<file path="config.mk">
export PLATFORM = sky130hd
export DESIGN_NAME = fsr_filter
export DESIGN_NICKNAME = d
export VERILOG_FILES = /design/src/shared/fsr_pkg.sv /design/src/hdl/fsr_fifo.sv /design/src/hdl/fsr_filter.sv
export SDC_FILE = /design/constraint.sdc
export NUM_CORES = 2
export LEC_CHECK = 0
export BUFFER_PORTS_ARGS = -buffer_cell sky130_fd_sc_hd__buf_2
export CAP_MARGIN = 0
export CORE_UTILIZATION = 64
export DETAILED_ROUTE_END_ITERATION = 12
export PLACE_DENSITY_LB_ADDON = 0.12
export SLEW_MARGIN = 20
export SYNTH_ARGS = -nofsm -noshare
export SYNTH_HDL_FRONTEND = slang
export SYNTH_HIERARCHICAL = 1
export SYNTH_SLANG_ARGS = --single-unit
</file>
<file path="constraint.sdc">
create_clock -name clk -period 68 [get_ports clk]
set_input_delay 3.4 -clock clk [delete_from_list [all_inputs] [get_ports clk]]
set_output_delay 3.4 -clock clk [all_outputs]
set_load 0.005 [all_outputs]
</file>
<file path="src/shared/fsr_pkg.sv">
// Constants, register map and carrier types of the flow spike filter
package fsr_pkg;

  localparam int DATA_W        = 16;
  localparam int SUM_W         = 23;
  localparam int WIN_DEPTH     = 128;
  localparam int IN_FIFO_DEPTH = 16;

  // Sample slot timing: ten slots per second
  localparam int SAMPLE_PERIOD_NS = 100_000_000;
  localparam int CLK_PERIOD_NS    = 50;
  localparam int SAMPLE_CYCLES    = SAMPLE_PERIOD_NS / CLK_PERIOD_NS;

  // Register byte addresses
  localparam logic [7:0] REG_CTRL    = 8'h00;
  localparam logic [7:0] REG_SAMPLES = 8'h04;
  localparam logic [7:0] REG_PERCENT = 8'h08;
  localparam logic [7:0] REG_TLIMIT  = 8'h0c;
  localparam logic [7:0] REG_STATUS  = 8'h10;
  localparam logic [7:0] REG_AVG     = 8'h14;

  // Field positions
  localparam int CTRL_EN_BIT  = 0;
  localparam int ST_PEND_BIT  = 0;
  localparam int ST_DIR_BIT   = 1;
  localparam int ST_CNT_LSB   = 8;

  // Ranges and reset values; time limit counts tenths of a second
  localparam logic       CTRL_EN_RST = 1'b1;
  localparam logic [6:0] SAMPLES_MIN = 7'h01;
  localparam logic [6:0] SAMPLES_MAX = 7'h7d;
  localparam logic [6:0] SAMPLES_RST = 7'h5a;
  localparam logic [6:0] PERCENT_MAX = 7'h64;
  localparam logic [6:0] PERCENT_RST = 7'h02;
  localparam int         PCT_SCALE   = 100;
  localparam logic [11:0] TLIMIT_MIN = 12'h006;
  localparam logic [11:0] TLIMIT_MAX = 12'ha00;
  localparam logic [11:0] TLIMIT_RST = 12'h014;

  typedef struct packed {
    logic        enable;
    logic [6:0]  samples;
    logic [6:0]  percent;
    logic [11:0] tlimit;
  } fsr_cfg_t;

  typedef struct packed {
    logic [7:0]  addr;
    logic [31:0] wdata;
    logic        wr;
    logic        rd;
  } fsr_bus_t;

  typedef enum logic [1:0] {
    ST_IDLE = 2'b00,
    ST_EVAL = 2'b01,
    ST_INS  = 2'b10,
    ST_OUT  = 2'b11
  } fsr_state_t;

endpackage

</file>
<file path="src/hdl/fsr_fifo.sv">
// Synchronous FIFO with registered read data, also used as sample window
`timescale 1ns/10ps
module fsr_fifo
  import fsr_pkg::*;
#(
  parameter int WIDTH = DATA_W,
  parameter int DEPTH = IN_FIFO_DEPTH
)
(
  input  wire logic             clk,
  input  wire logic             resetn,
  input  wire logic             flush,
  input  wire logic             pushValid,
  output logic                  pushReady,
  input  wire logic [WIDTH-1:0] pushData,
  output logic                  popValid,
  input  wire logic             popReady,
  output logic [WIDTH-1:0]      popData
);
  localparam int AW = $clog2(DEPTH);

  logic [WIDTH-1:0] mem [DEPTH];
  logic [AW-1:0]    wrPtr_q;
  logic [AW-1:0]    rdPtr_q;
  logic [AW:0]      cnt_q;
  logic [AW:0]      cnt_d;
  logic             pushReady_q;
  logic             popValid_q;
  logic [WIDTH-1:0] popData_q;
  logic             push;
  logic             pop;

  assign push      = pushValid && pushReady_q && !flush;
  assign pop       = popValid_q && popReady && !flush;
  assign pushReady = pushReady_q;
  assign popValid  = popValid_q;
  assign popData   = popData_q;

  always_comb
  begin
    cnt_d = cnt_q;
    if (flush)
      cnt_d = '0;
    else if (push && !pop)
      cnt_d = cnt_q + 1'b1;
    else if (pop && !push)
      cnt_d = cnt_q - 1'b1;
  end

  always_ff @(posedge clk or negedge resetn)
  begin
    if (!resetn)
    begin
      wrPtr_q <= '0;
      rdPtr_q <= '0;
      cnt_q   <= '0;
    end
    else
    begin
      cnt_q <= cnt_d;
      if (flush)
      begin
        wrPtr_q <= '0;
        rdPtr_q <= '0;
      end
      else
      begin
        if (push)
          wrPtr_q <= wrPtr_q + 1'b1;
        if (pop)
          rdPtr_q <= rdPtr_q + 1'b1;
      end
    end
  end

  always_ff @(posedge clk)
  begin
    if (push)
      mem[wrPtr_q] <= pushData;
  end

  // Head word is re-read every cycle; valid drops for one cycle after a pop
  always_ff @(posedge clk or negedge resetn)
  begin
    if (!resetn)
    begin
      pushReady_q <= 1'b1;
      popValid_q  <= 1'b0;
      popData_q   <= '0;
    end
    else
    begin
      pushReady_q <= (cnt_d != (AW+1)'(DEPTH));
      popValid_q  <= !flush && (cnt_q != '0) && !pop;
      popData_q   <= mem[rdPtr_q];
    end
  end
endmodule

</file>
<file path="src/hdl/fsr_filter.sv">
// Flow spike rejection filter: band check, spike hold, running average
`timescale 1ns/10ps
// How it works
// Upper bound is average plus average times percent over 100.
// Lower bound is average minus average times percent over 100.
// In-band sample joins the average; new average is output.
// First out-of-band sample is held; average output unchanged.
// Held sample is dropped when the next sample is in band.
// Same-direction follow-up adds the held sample to the average.
// One sample is processed every tenth of a second.
// Output is the running average over the sample-count window.
// Time limit lets output jump to a sustained new level.
// Sample count is 1 to 125, default 90, tenths each.
// Percent tolerance is 0 to 100, default 2.
// On time limit, average is cleared and restarted at new value.
// Enable switch turns qualification and averaging on or off.
// Opposite-direction follow-up replaces the held sample.
// Timer starts on first outlier, clears on accepted in-band sample.
module fsr_filter
  import fsr_pkg::*;
#(
  parameter int TICK_CYCLES = SAMPLE_CYCLES,
  parameter int IN_DEPTH    = IN_FIFO_DEPTH
)
(
  input  wire logic              clk,
  input  wire logic              resetn,
  input  wire fsr_bus_t          bus,
  output logic [31:0]            rdData,
  input  wire logic              sampleValid,
  output logic                   sampleReady,
  input  wire logic [DATA_W-1:0] sampleData,
  output logic                   flowValid,
  output logic [DATA_W-1:0]      flowData
);
  fsr_cfg_t          cfg_q;
  fsr_state_t        state_q;
  logic [31:0]       rdData_q;
  logic [31:0]       tickCnt_q;
  logic              tickPend_q;
  logic [DATA_W-1:0] sample_q;
  logic [DATA_W-1:0] avg_q;
  logic [SUM_W-1:0]  sum_q;
  logic [7:0]        winCnt_q;
  logic              pend_q;
  logic              dir_q;
  logic [DATA_W-1:0] pendVal_q;
  logic [11:0]       run_q;
  logic [DATA_W-1:0] insVal_q;
  logic              flowValid_q;
  logic [DATA_W-1:0] flowData_q;

  logic              inValid;
  logic              inTake;
  logic [DATA_W-1:0] inData;
  logic              winFlush;
  logic              winPush;
  logic              winPushReady;
  logic              winPop;
  logic              winValid;
  logic [DATA_W-1:0] winData;
  logic              tickHit;
  logic              trim;
  logic              needPop;
  logic              insGo;
  logic [SUM_W-1:0]  devWide;
  logic [DATA_W-1:0] dev;
  logic [DATA_W:0]   hiBound;
  logic [DATA_W-1:0] loBound;
  logic              outHi;
  logic              outLo;
  logic [SUM_W-1:0]  quot;
  logic [11:0]       runNext;
  logic              decIns;
  logic              decFlush;
  logic [DATA_W-1:0] decInsVal;
  logic              decPend;
  logic              decDir;
  logic [DATA_W-1:0] decPendVal;
  logic [11:0]       decRun;

  assign rdData    = rdData_q;
  assign flowValid = flowValid_q;
  assign flowData  = flowData_q;

  fsr_fifo #(.WIDTH(DATA_W), .DEPTH(IN_DEPTH)) u_in_fifo (
    .clk       (clk),
    .resetn    (resetn),
    .flush     (1'b0),
    .pushValid (sampleValid),
    .pushReady (sampleReady),
    .pushData  (sampleData),
    .popValid  (inValid),
    .popReady  (inTake),
    .popData   (inData)
  );

  fsr_fifo #(.WIDTH(DATA_W), .DEPTH(WIN_DEPTH)) u_win_fifo (
    .clk       (clk),
    .resetn    (resetn),
    .flush     (winFlush),
    .pushValid (winPush),
    .pushReady (winPushReady),
    .pushData  (insVal_q),
    .popValid  (winValid),
    .popReady  (winPop),
    .popData   (winData)
  );

  // Register writes, clamped into the legal ranges
  always_ff @(posedge clk or negedge resetn)
  begin
    if (!resetn)
    begin
      cfg_q.enable  <= CTRL_EN_RST;
      cfg_q.samples <= SAMPLES_RST;
      cfg_q.percent <= PERCENT_RST;
      cfg_q.tlimit  <= TLIMIT_RST;
    end
    else if (bus.wr)
    begin
      unique case (bus.addr)
        REG_CTRL:    cfg_q.enable <= bus.wdata[CTRL_EN_BIT];
        REG_SAMPLES: cfg_q.samples <=
          (bus.wdata < 32'(SAMPLES_MIN)) ? SAMPLES_MIN :
          (bus.wdata > 32'(SAMPLES_MAX)) ? SAMPLES_MAX :
          bus.wdata[6:0];
        REG_PERCENT: cfg_q.percent <=
          (bus.wdata > 32'(PERCENT_MAX)) ? PERCENT_MAX :
          bus.wdata[6:0];
        REG_TLIMIT:  cfg_q.tlimit <=
          (bus.wdata < 32'(TLIMIT_MIN)) ? TLIMIT_MIN :
          (bus.wdata > 32'(TLIMIT_MAX)) ? TLIMIT_MAX :
          bus.wdata[11:0];
        default: ;
      endcase
    end
  end

  // Register reads, data in the following cycle only
  always_ff @(posedge clk or negedge resetn)
  begin
    if (!resetn)
      rdData_q <= '0;
    else if (bus.rd)
    begin
      unique case (bus.addr)
        REG_CTRL:    rdData_q <= 32'(cfg_q.enable);
        REG_SAMPLES: rdData_q <= 32'(cfg_q.samples);
        REG_PERCENT: rdData_q <= 32'(cfg_q.percent);
        REG_TLIMIT:  rdData_q <= 32'(cfg_q.tlimit);
        REG_STATUS:  rdData_q <= (32'(winCnt_q) << ST_CNT_LSB)
                              | (32'(dir_q) << ST_DIR_BIT)
                              | (32'(pend_q) << ST_PEND_BIT);
        REG_AVG:     rdData_q <= 32'(avg_q);
        default:     rdData_q <= '0;
      endcase
    end
    else
      rdData_q <= '0;
  end

  // Sample slot timer
  assign tickHit = (tickCnt_q == 32'(TICK_CYCLES - 1));
  // Oversized window after a shrink is trimmed before the next sample
  assign inTake  = (state_q == ST_IDLE) && tickPend_q && inValid
                   && (winCnt_q <= {1'b0, cfg_q.samples});

  always_ff @(posedge clk or negedge resetn)
  begin
    if (!resetn)
    begin
      tickCnt_q  <= '0;
      tickPend_q <= 1'b0;
    end
    else
    begin
      tickCnt_q <= tickHit ? '0 : tickCnt_q + 1'b1;
      if (tickHit)
        tickPend_q <= 1'b1;
      else if (inTake)
        tickPend_q <= 1'b0;
    end
  end

  // Tolerance band around the running average
  assign devWide = (SUM_W'(avg_q) * SUM_W'(cfg_q.percent))
                   / SUM_W'(PCT_SCALE);
  assign dev     = devWide[DATA_W-1:0];
  assign hiBound = {1'b0, avg_q} + {1'b0, dev};
  assign loBound = avg_q - dev;
  assign outHi   = {1'b0, sample_q} > hiBound;
  assign outLo   = sample_q < loBound;
  assign runNext = (run_q == TLIMIT_MAX) ? run_q : run_q + 1'b1;
  assign quot    = (winCnt_q != '0) ? sum_q / SUM_W'(winCnt_q)
                                    : SUM_W'(avg_q);

  always_comb
  begin
    decIns     = 1'b0;
    decFlush   = 1'b0;
    decInsVal  = sample_q;
    decPend    = 1'b0;
    decDir     = dir_q;
    decPendVal = pendVal_q;
    decRun     = '0;
    if (!cfg_q.enable)
      decFlush = 1'b1;
    else if (winCnt_q == '0 || !(outHi || outLo))
      decIns = 1'b1;
    else if (!pend_q || dir_q != outHi)
    begin
      decPend    = 1'b1;
      decDir     = outHi;
      decPendVal = sample_q;
      decRun     = 12'h001;
    end
    else if (runNext >= cfg_q.tlimit)
    begin
      decFlush = 1'b1;
      decIns   = 1'b1;
    end
    else
    begin
      decIns     = 1'b1;
      decInsVal  = pendVal_q;
      decPend    = 1'b1;
      decPendVal = sample_q;
      decRun     = runNext;
    end
  end

  // Window maintenance
  assign needPop  = winCnt_q >= {1'b0, cfg_q.samples};
  assign insGo    = (state_q == ST_INS) && winPushReady
                    && (!needPop || winValid);
  assign trim     = (state_q == ST_IDLE) && !inTake && winValid
                    && (winCnt_q > {1'b0, cfg_q.samples});
  assign winFlush = (state_q == ST_EVAL) && decFlush;
  assign winPush  = insGo;
  assign winPop   = (insGo && needPop) || trim;

  always_ff @(posedge clk or negedge resetn)
  begin
    if (!resetn)
    begin
      sum_q    <= '0;
      winCnt_q <= '0;
    end
    else if (winFlush)
    begin
      sum_q    <= '0;
      winCnt_q <= '0;
    end
    else if (insGo)
    begin
      sum_q <= sum_q + SUM_W'(insVal_q)
               - (needPop ? SUM_W'(winData) : '0);
      if (!needPop)
        winCnt_q <= winCnt_q + 1'b1;
    end
    else if (trim)
    begin
      sum_q    <= sum_q - SUM_W'(winData);
      winCnt_q <= winCnt_q - 1'b1;
    end
  end

  // Sequencer
  always_ff @(posedge clk or negedge resetn)
  begin
    if (!resetn)
      state_q <= ST_IDLE;
    else
    begin
      unique case (state_q)
        ST_IDLE: if (inTake) state_q <= ST_EVAL;
        ST_EVAL: state_q <= decIns ? ST_INS : ST_OUT;
        ST_INS:  if (insGo) state_q <= ST_OUT;
        ST_OUT:  state_q <= ST_IDLE;
      endcase
    end
  end

  // Held-sample and timer bookkeeping
  always_ff @(posedge clk or negedge resetn)
  begin
    if (!resetn)
    begin
      sample_q  <= '0;
      pend_q    <= 1'b0;
      dir_q     <= 1'b0;
      pendVal_q <= '0;
      run_q     <= '0;
      insVal_q  <= '0;
    end
    else
    begin
      if (inTake)
        sample_q <= inData;
      if (state_q == ST_EVAL)
      begin
        pend_q    <= decPend;
        dir_q     <= decDir;
        pendVal_q <= decPendVal;
        run_q     <= decRun;
        insVal_q  <= decInsVal;
      end
    end
  end

  // Output stream
  always_ff @(posedge clk or negedge resetn)
  begin
    if (!resetn)
    begin
      avg_q       <= '0;
      flowValid_q <= 1'b0;
      flowData_q  <= '0;
    end
    else
    begin
      flowValid_q <= (state_q == ST_OUT);
      if (state_q == ST_OUT)
      begin
        avg_q      <= quot[DATA_W-1:0];
        flowData_q <= cfg_q.enable ? quot[DATA_W-1:0] : sample_q;
      end
    end
  end

  logic evalOn;
  assign evalOn = (state_q == ST_EVAL) && cfg_q.enable && (winCnt_q != '0);
endmodule

</file>
==> flow_metrics.py <==
metrics = {
    "status": {
        "status": "completed",
    },
    "sta": {
        "finClkSkew_ns": 0.09603,
        "slew_viol_final": 0,
        "slew_headroom_pct": 20.53,
        "final.period_utilization_pct": 90.84,
        "fin_crit_ns": 61.77,
        "max_slew.worst_pin.slew_ns": 1.192,
        "setup_tns_ns": 0,
        "worst_hold_slack_ns": 0.4457,
        "setup_viol": 0,
        "rsz0062_at_grt": "false",
        "fmax_ghz": 0.01619,
        "hold_viol_final": 0,
    },
    "drt": {
        "remaining_drc_errors": 0,
        "drt-vias-per-instance": 6.769,
        "drt_iter0_drc": 8726,
        "antenna_left": 0,
        "wl_per_cell_um": 29.52,
        "first_pass_iters": 6,
        "vias": 76020,
        "drt-total-wl_um": 331600,
    },
    "placement": {
        "numPortBuffers": 94,
        "gp_congestion": 0.9294,
        "hpwlAfterDp_um": 208300,
    },
    "clock_tree": {
        "cts_max_path_buffers": 4,
        "cts_sinks": 2579,
        "cts_tree": "built",
        "post_cts_resized": 0,
        "cts_root_buf": "clkbuf_16",
        "htreeDepth": 5,
        "post_cts_buffers": 0,
        "holdBufCountCts": 0,
        "path_clk_slew_ns": 0.06,
        "clk_latency_ns": 0.95,
        "cts_buffers": 277,
    },
    "logic_synthesis": {
        "yosys_warnings": 6,
        "syn_area_um2": 122400,
        "synth_seq_area_share_pct": 62.14,
        "synth_ff_type": "edfxtp_1",
        "yosysUniqueCellTypes": 142,
        "ys_ff_latch": 2579,
        "syn_inst": 8293,
        "postSynth.asyncResetShare_pct": 10.66,
        "synth_edf_count": 2304,
        "avgSynthCellArea_um2": 14.76,
    },
    "global_routing": {
        "grt-ovfl-total": 0,
        "track_usage_pct": 34.65,
        "antenna_found_initial": 14,
        "grt_pass1_vias": 75928,
        "grt_pass1_wl_um": 489100,
        "grt_start_max_net_pins": 102,
    },
    "setup_path": {
        "endpoint_kind": "flip-flop",
        "crit_arrival_ns": 62.54,
        "cp_max_fo": 20,
        "cp-start-kind": "flip-flop",
        "crit_required_ns": 68.76,
        "cp_slowest_cell": "nor4b_4",
        "cpPeakStageDelay_ns": 0.75,
        "crit_type": "flip-flop to flip-flop",
        "cpMostUsedCell": "o21a_1",
        "critPathTopFamily": "compound AO/OA/AOI/OAI gates",
        "path_buf_inv": 12,
    },
    "min_path": {
        "hp-class": "flip-flop to flip-flop",
    },
    "die": {
        "die_area_um2": 193100,
        "die_h_um": 439.4,
        "rows": 160,
        "ios": 111,
        "coreArea_um2": 190200,
        "initial_core_util_pct": 64.38,
        "die_x_um": 439.4,
    },
    "power": {
        "power_leakage_uw": 0.04099,
        "peakVddDrop_mv": 0.04021,
        "p_per_area_nw_per_um2": 23.35,
    },
    "job": {
        "maxCapViolCount": 0,
    },
    "cells_and_area": {
        "finalNetCount": 9030,
        "final_common_cell": "edfxtp_1",
        "drive_above_1_share_pct": 16.82,
        "final_cell_mix": "edfxtp_1, nor2_1, nand2_1, mux4_2, mux2i_1",
        "area_delta_synth_final_pct": 9.926,
    },
}
==> worst register-to-register path, delay by kind of cell (launching register included) <==
kind	cells	cell delay [ns]
AOI/OAI and AO/OA	172	36.63
adders and majority gates	22	6.47
buffers and inverters	12	1.34
DFF	1	0.45
muxes	4	1.17
and+or+nand+nor	62	15.48
==> metal layers <==
metal | vias to the layer above | wire (µm) | track usage [%]
met2 | 4082 | 159300 | 55.79
met3 | 826 | 29760 | 5.615
met4 | 2 | 20470 | 19.42
met5 | - | 17 | 0
met1 | 38359 | 122000 | 45.29
li1 | 32751 | - | -
==> state kept, by name, summed over array words and instances (netlist names), 2 cells and up <==
name	count
winCnt_q	8
u_win_fifo/rdPtr_q	7
sample_q	16
u_in_fifo/popData	16
insVal_q	16
u_in_fifo/rdPtr_q	4
u_in_fifo/cnt_q	5
sum_q	23
avg_q	16
u_win_fifo/popData	16
flowData	16
state_q	2
u_in_fifo/mem	256
pendVal_q	16
run_q	12
tickCnt_q	32
u_in_fifo/wrPtr_q	4
rdData	16
u_win_fifo/cnt_q	8
u_win_fifo/wrPtr_q	7
u_win_fifo/mem	2048
cfg_q	27
==> cell usage after synthesis (all sizes together) (35+ instances only) <==
cell type	instances	area share, %
buf	204	0.98
o21ai	275	1.2
a21oi	362	1.5
mux4	437	8.0
o211ai	36	0.23
nand3	116	0.47
o31ai	57	0.35
nand2b	48	0.25
fa	89	1.5
or3	42	0.22
clkbuf	216	0.66
and2	68	0.35
nor3	199	0.85
a211oi	70	0.44
mux2i	433	3.6
nand2	449	1.4
a22oi	120	0.74
and3	35	0.18
xnor2	160	1.2
ha	350	3.6
o21bai	40	0.25
a21o	61	0.37
nand4	49	0.26
nor4	49	0.32
a31oi	54	0.28
dfrtp	265	5.4
o21a	144	0.88
inv	294	0.90
o22ai	53	0.28
mux2	141	1.3
edfxtp	2304	57
nor2b	59	0.30
nor2	548	1.7
xor2	63	0.45
==> layout make-up <==
| cell class | instances | area [µm²] |
|---|---|---|
| sequential | 2579 | 76160 |
| fill | 12147 | 55590 |
| multi-input combinational | 5020 | 43420 |
| clock buffer | 344 | 7278 |
| tap | 2511 | 3142 |
| timing repair buffer | 357 | 2525 |
| inverter | 295 | 1107 |
| clock inverter | 117 | 939.7 |
| antenna | 7 | 17.52 |
==> power breakdown <==
part,switching (µW),internal (µW)
registers,2.22,1710
logic,20.8,9.70
clock network,592,811
==> logic make-up (layout without fill, tap and decap cells) <==
family | count (synthesis) | in the layout | share of synthesized area (%)
multiplexers | 1011 | 1011 | 12.92
XOR/XNOR | 223 | 223 | 1.614
buffers and inverters | 715 | 1113 | 2.548
adder cells (fa/ha/maj) | 440 | 440 | 5.041
other | 1 | 29 | 0.003063
flip-flops | 2579 | 2579 | 62.14
AO/OA/AOI/OAI | 1541 | 1541 | 8.672
AND/OR/NAND/NOR | 1783 | 1783 | 7.069
==> final timing paths <==
check,from,end,slack [ns],cells after the start
worst min-delay path,u_in_fifo/popData[8],sample_q[8],0.45,1
worst max register to register,sum_q[7],flowData[0],6.23,272
worst max-delay path,sum_q[7],flowData[0],6.23,272
max in group asynchronous,resetn,insVal_q[11],63.18,3
worst min register to register,u_in_fifo/popData[8],sample_q[8],0.45,1
min in group asynchronous,resetn,u_in_fifo/cnt_q[4],2.50,1
==> per-stage QoR <==
step / area, µm² / utilization (%) / worst slack, ns / total power [µW] / instances
floorplan: 122500 / - / 13.08 / 1758 / 8314
global placement: 126300 / 66.42 / 8.154 / 1771 / 10761
detailed placement: 126300 / 66.42 / 7.265 / 1773 / 10761
CTS: 134500 / 70.75 / 6.810 / 3156 / 11222
global route: 134600 / 70.77 / 0.7420 / 3216 / 11229
finish: 134600 / 70.77 / 6.227 / 3143 / 11230
(Power assumes the default switching activity.)
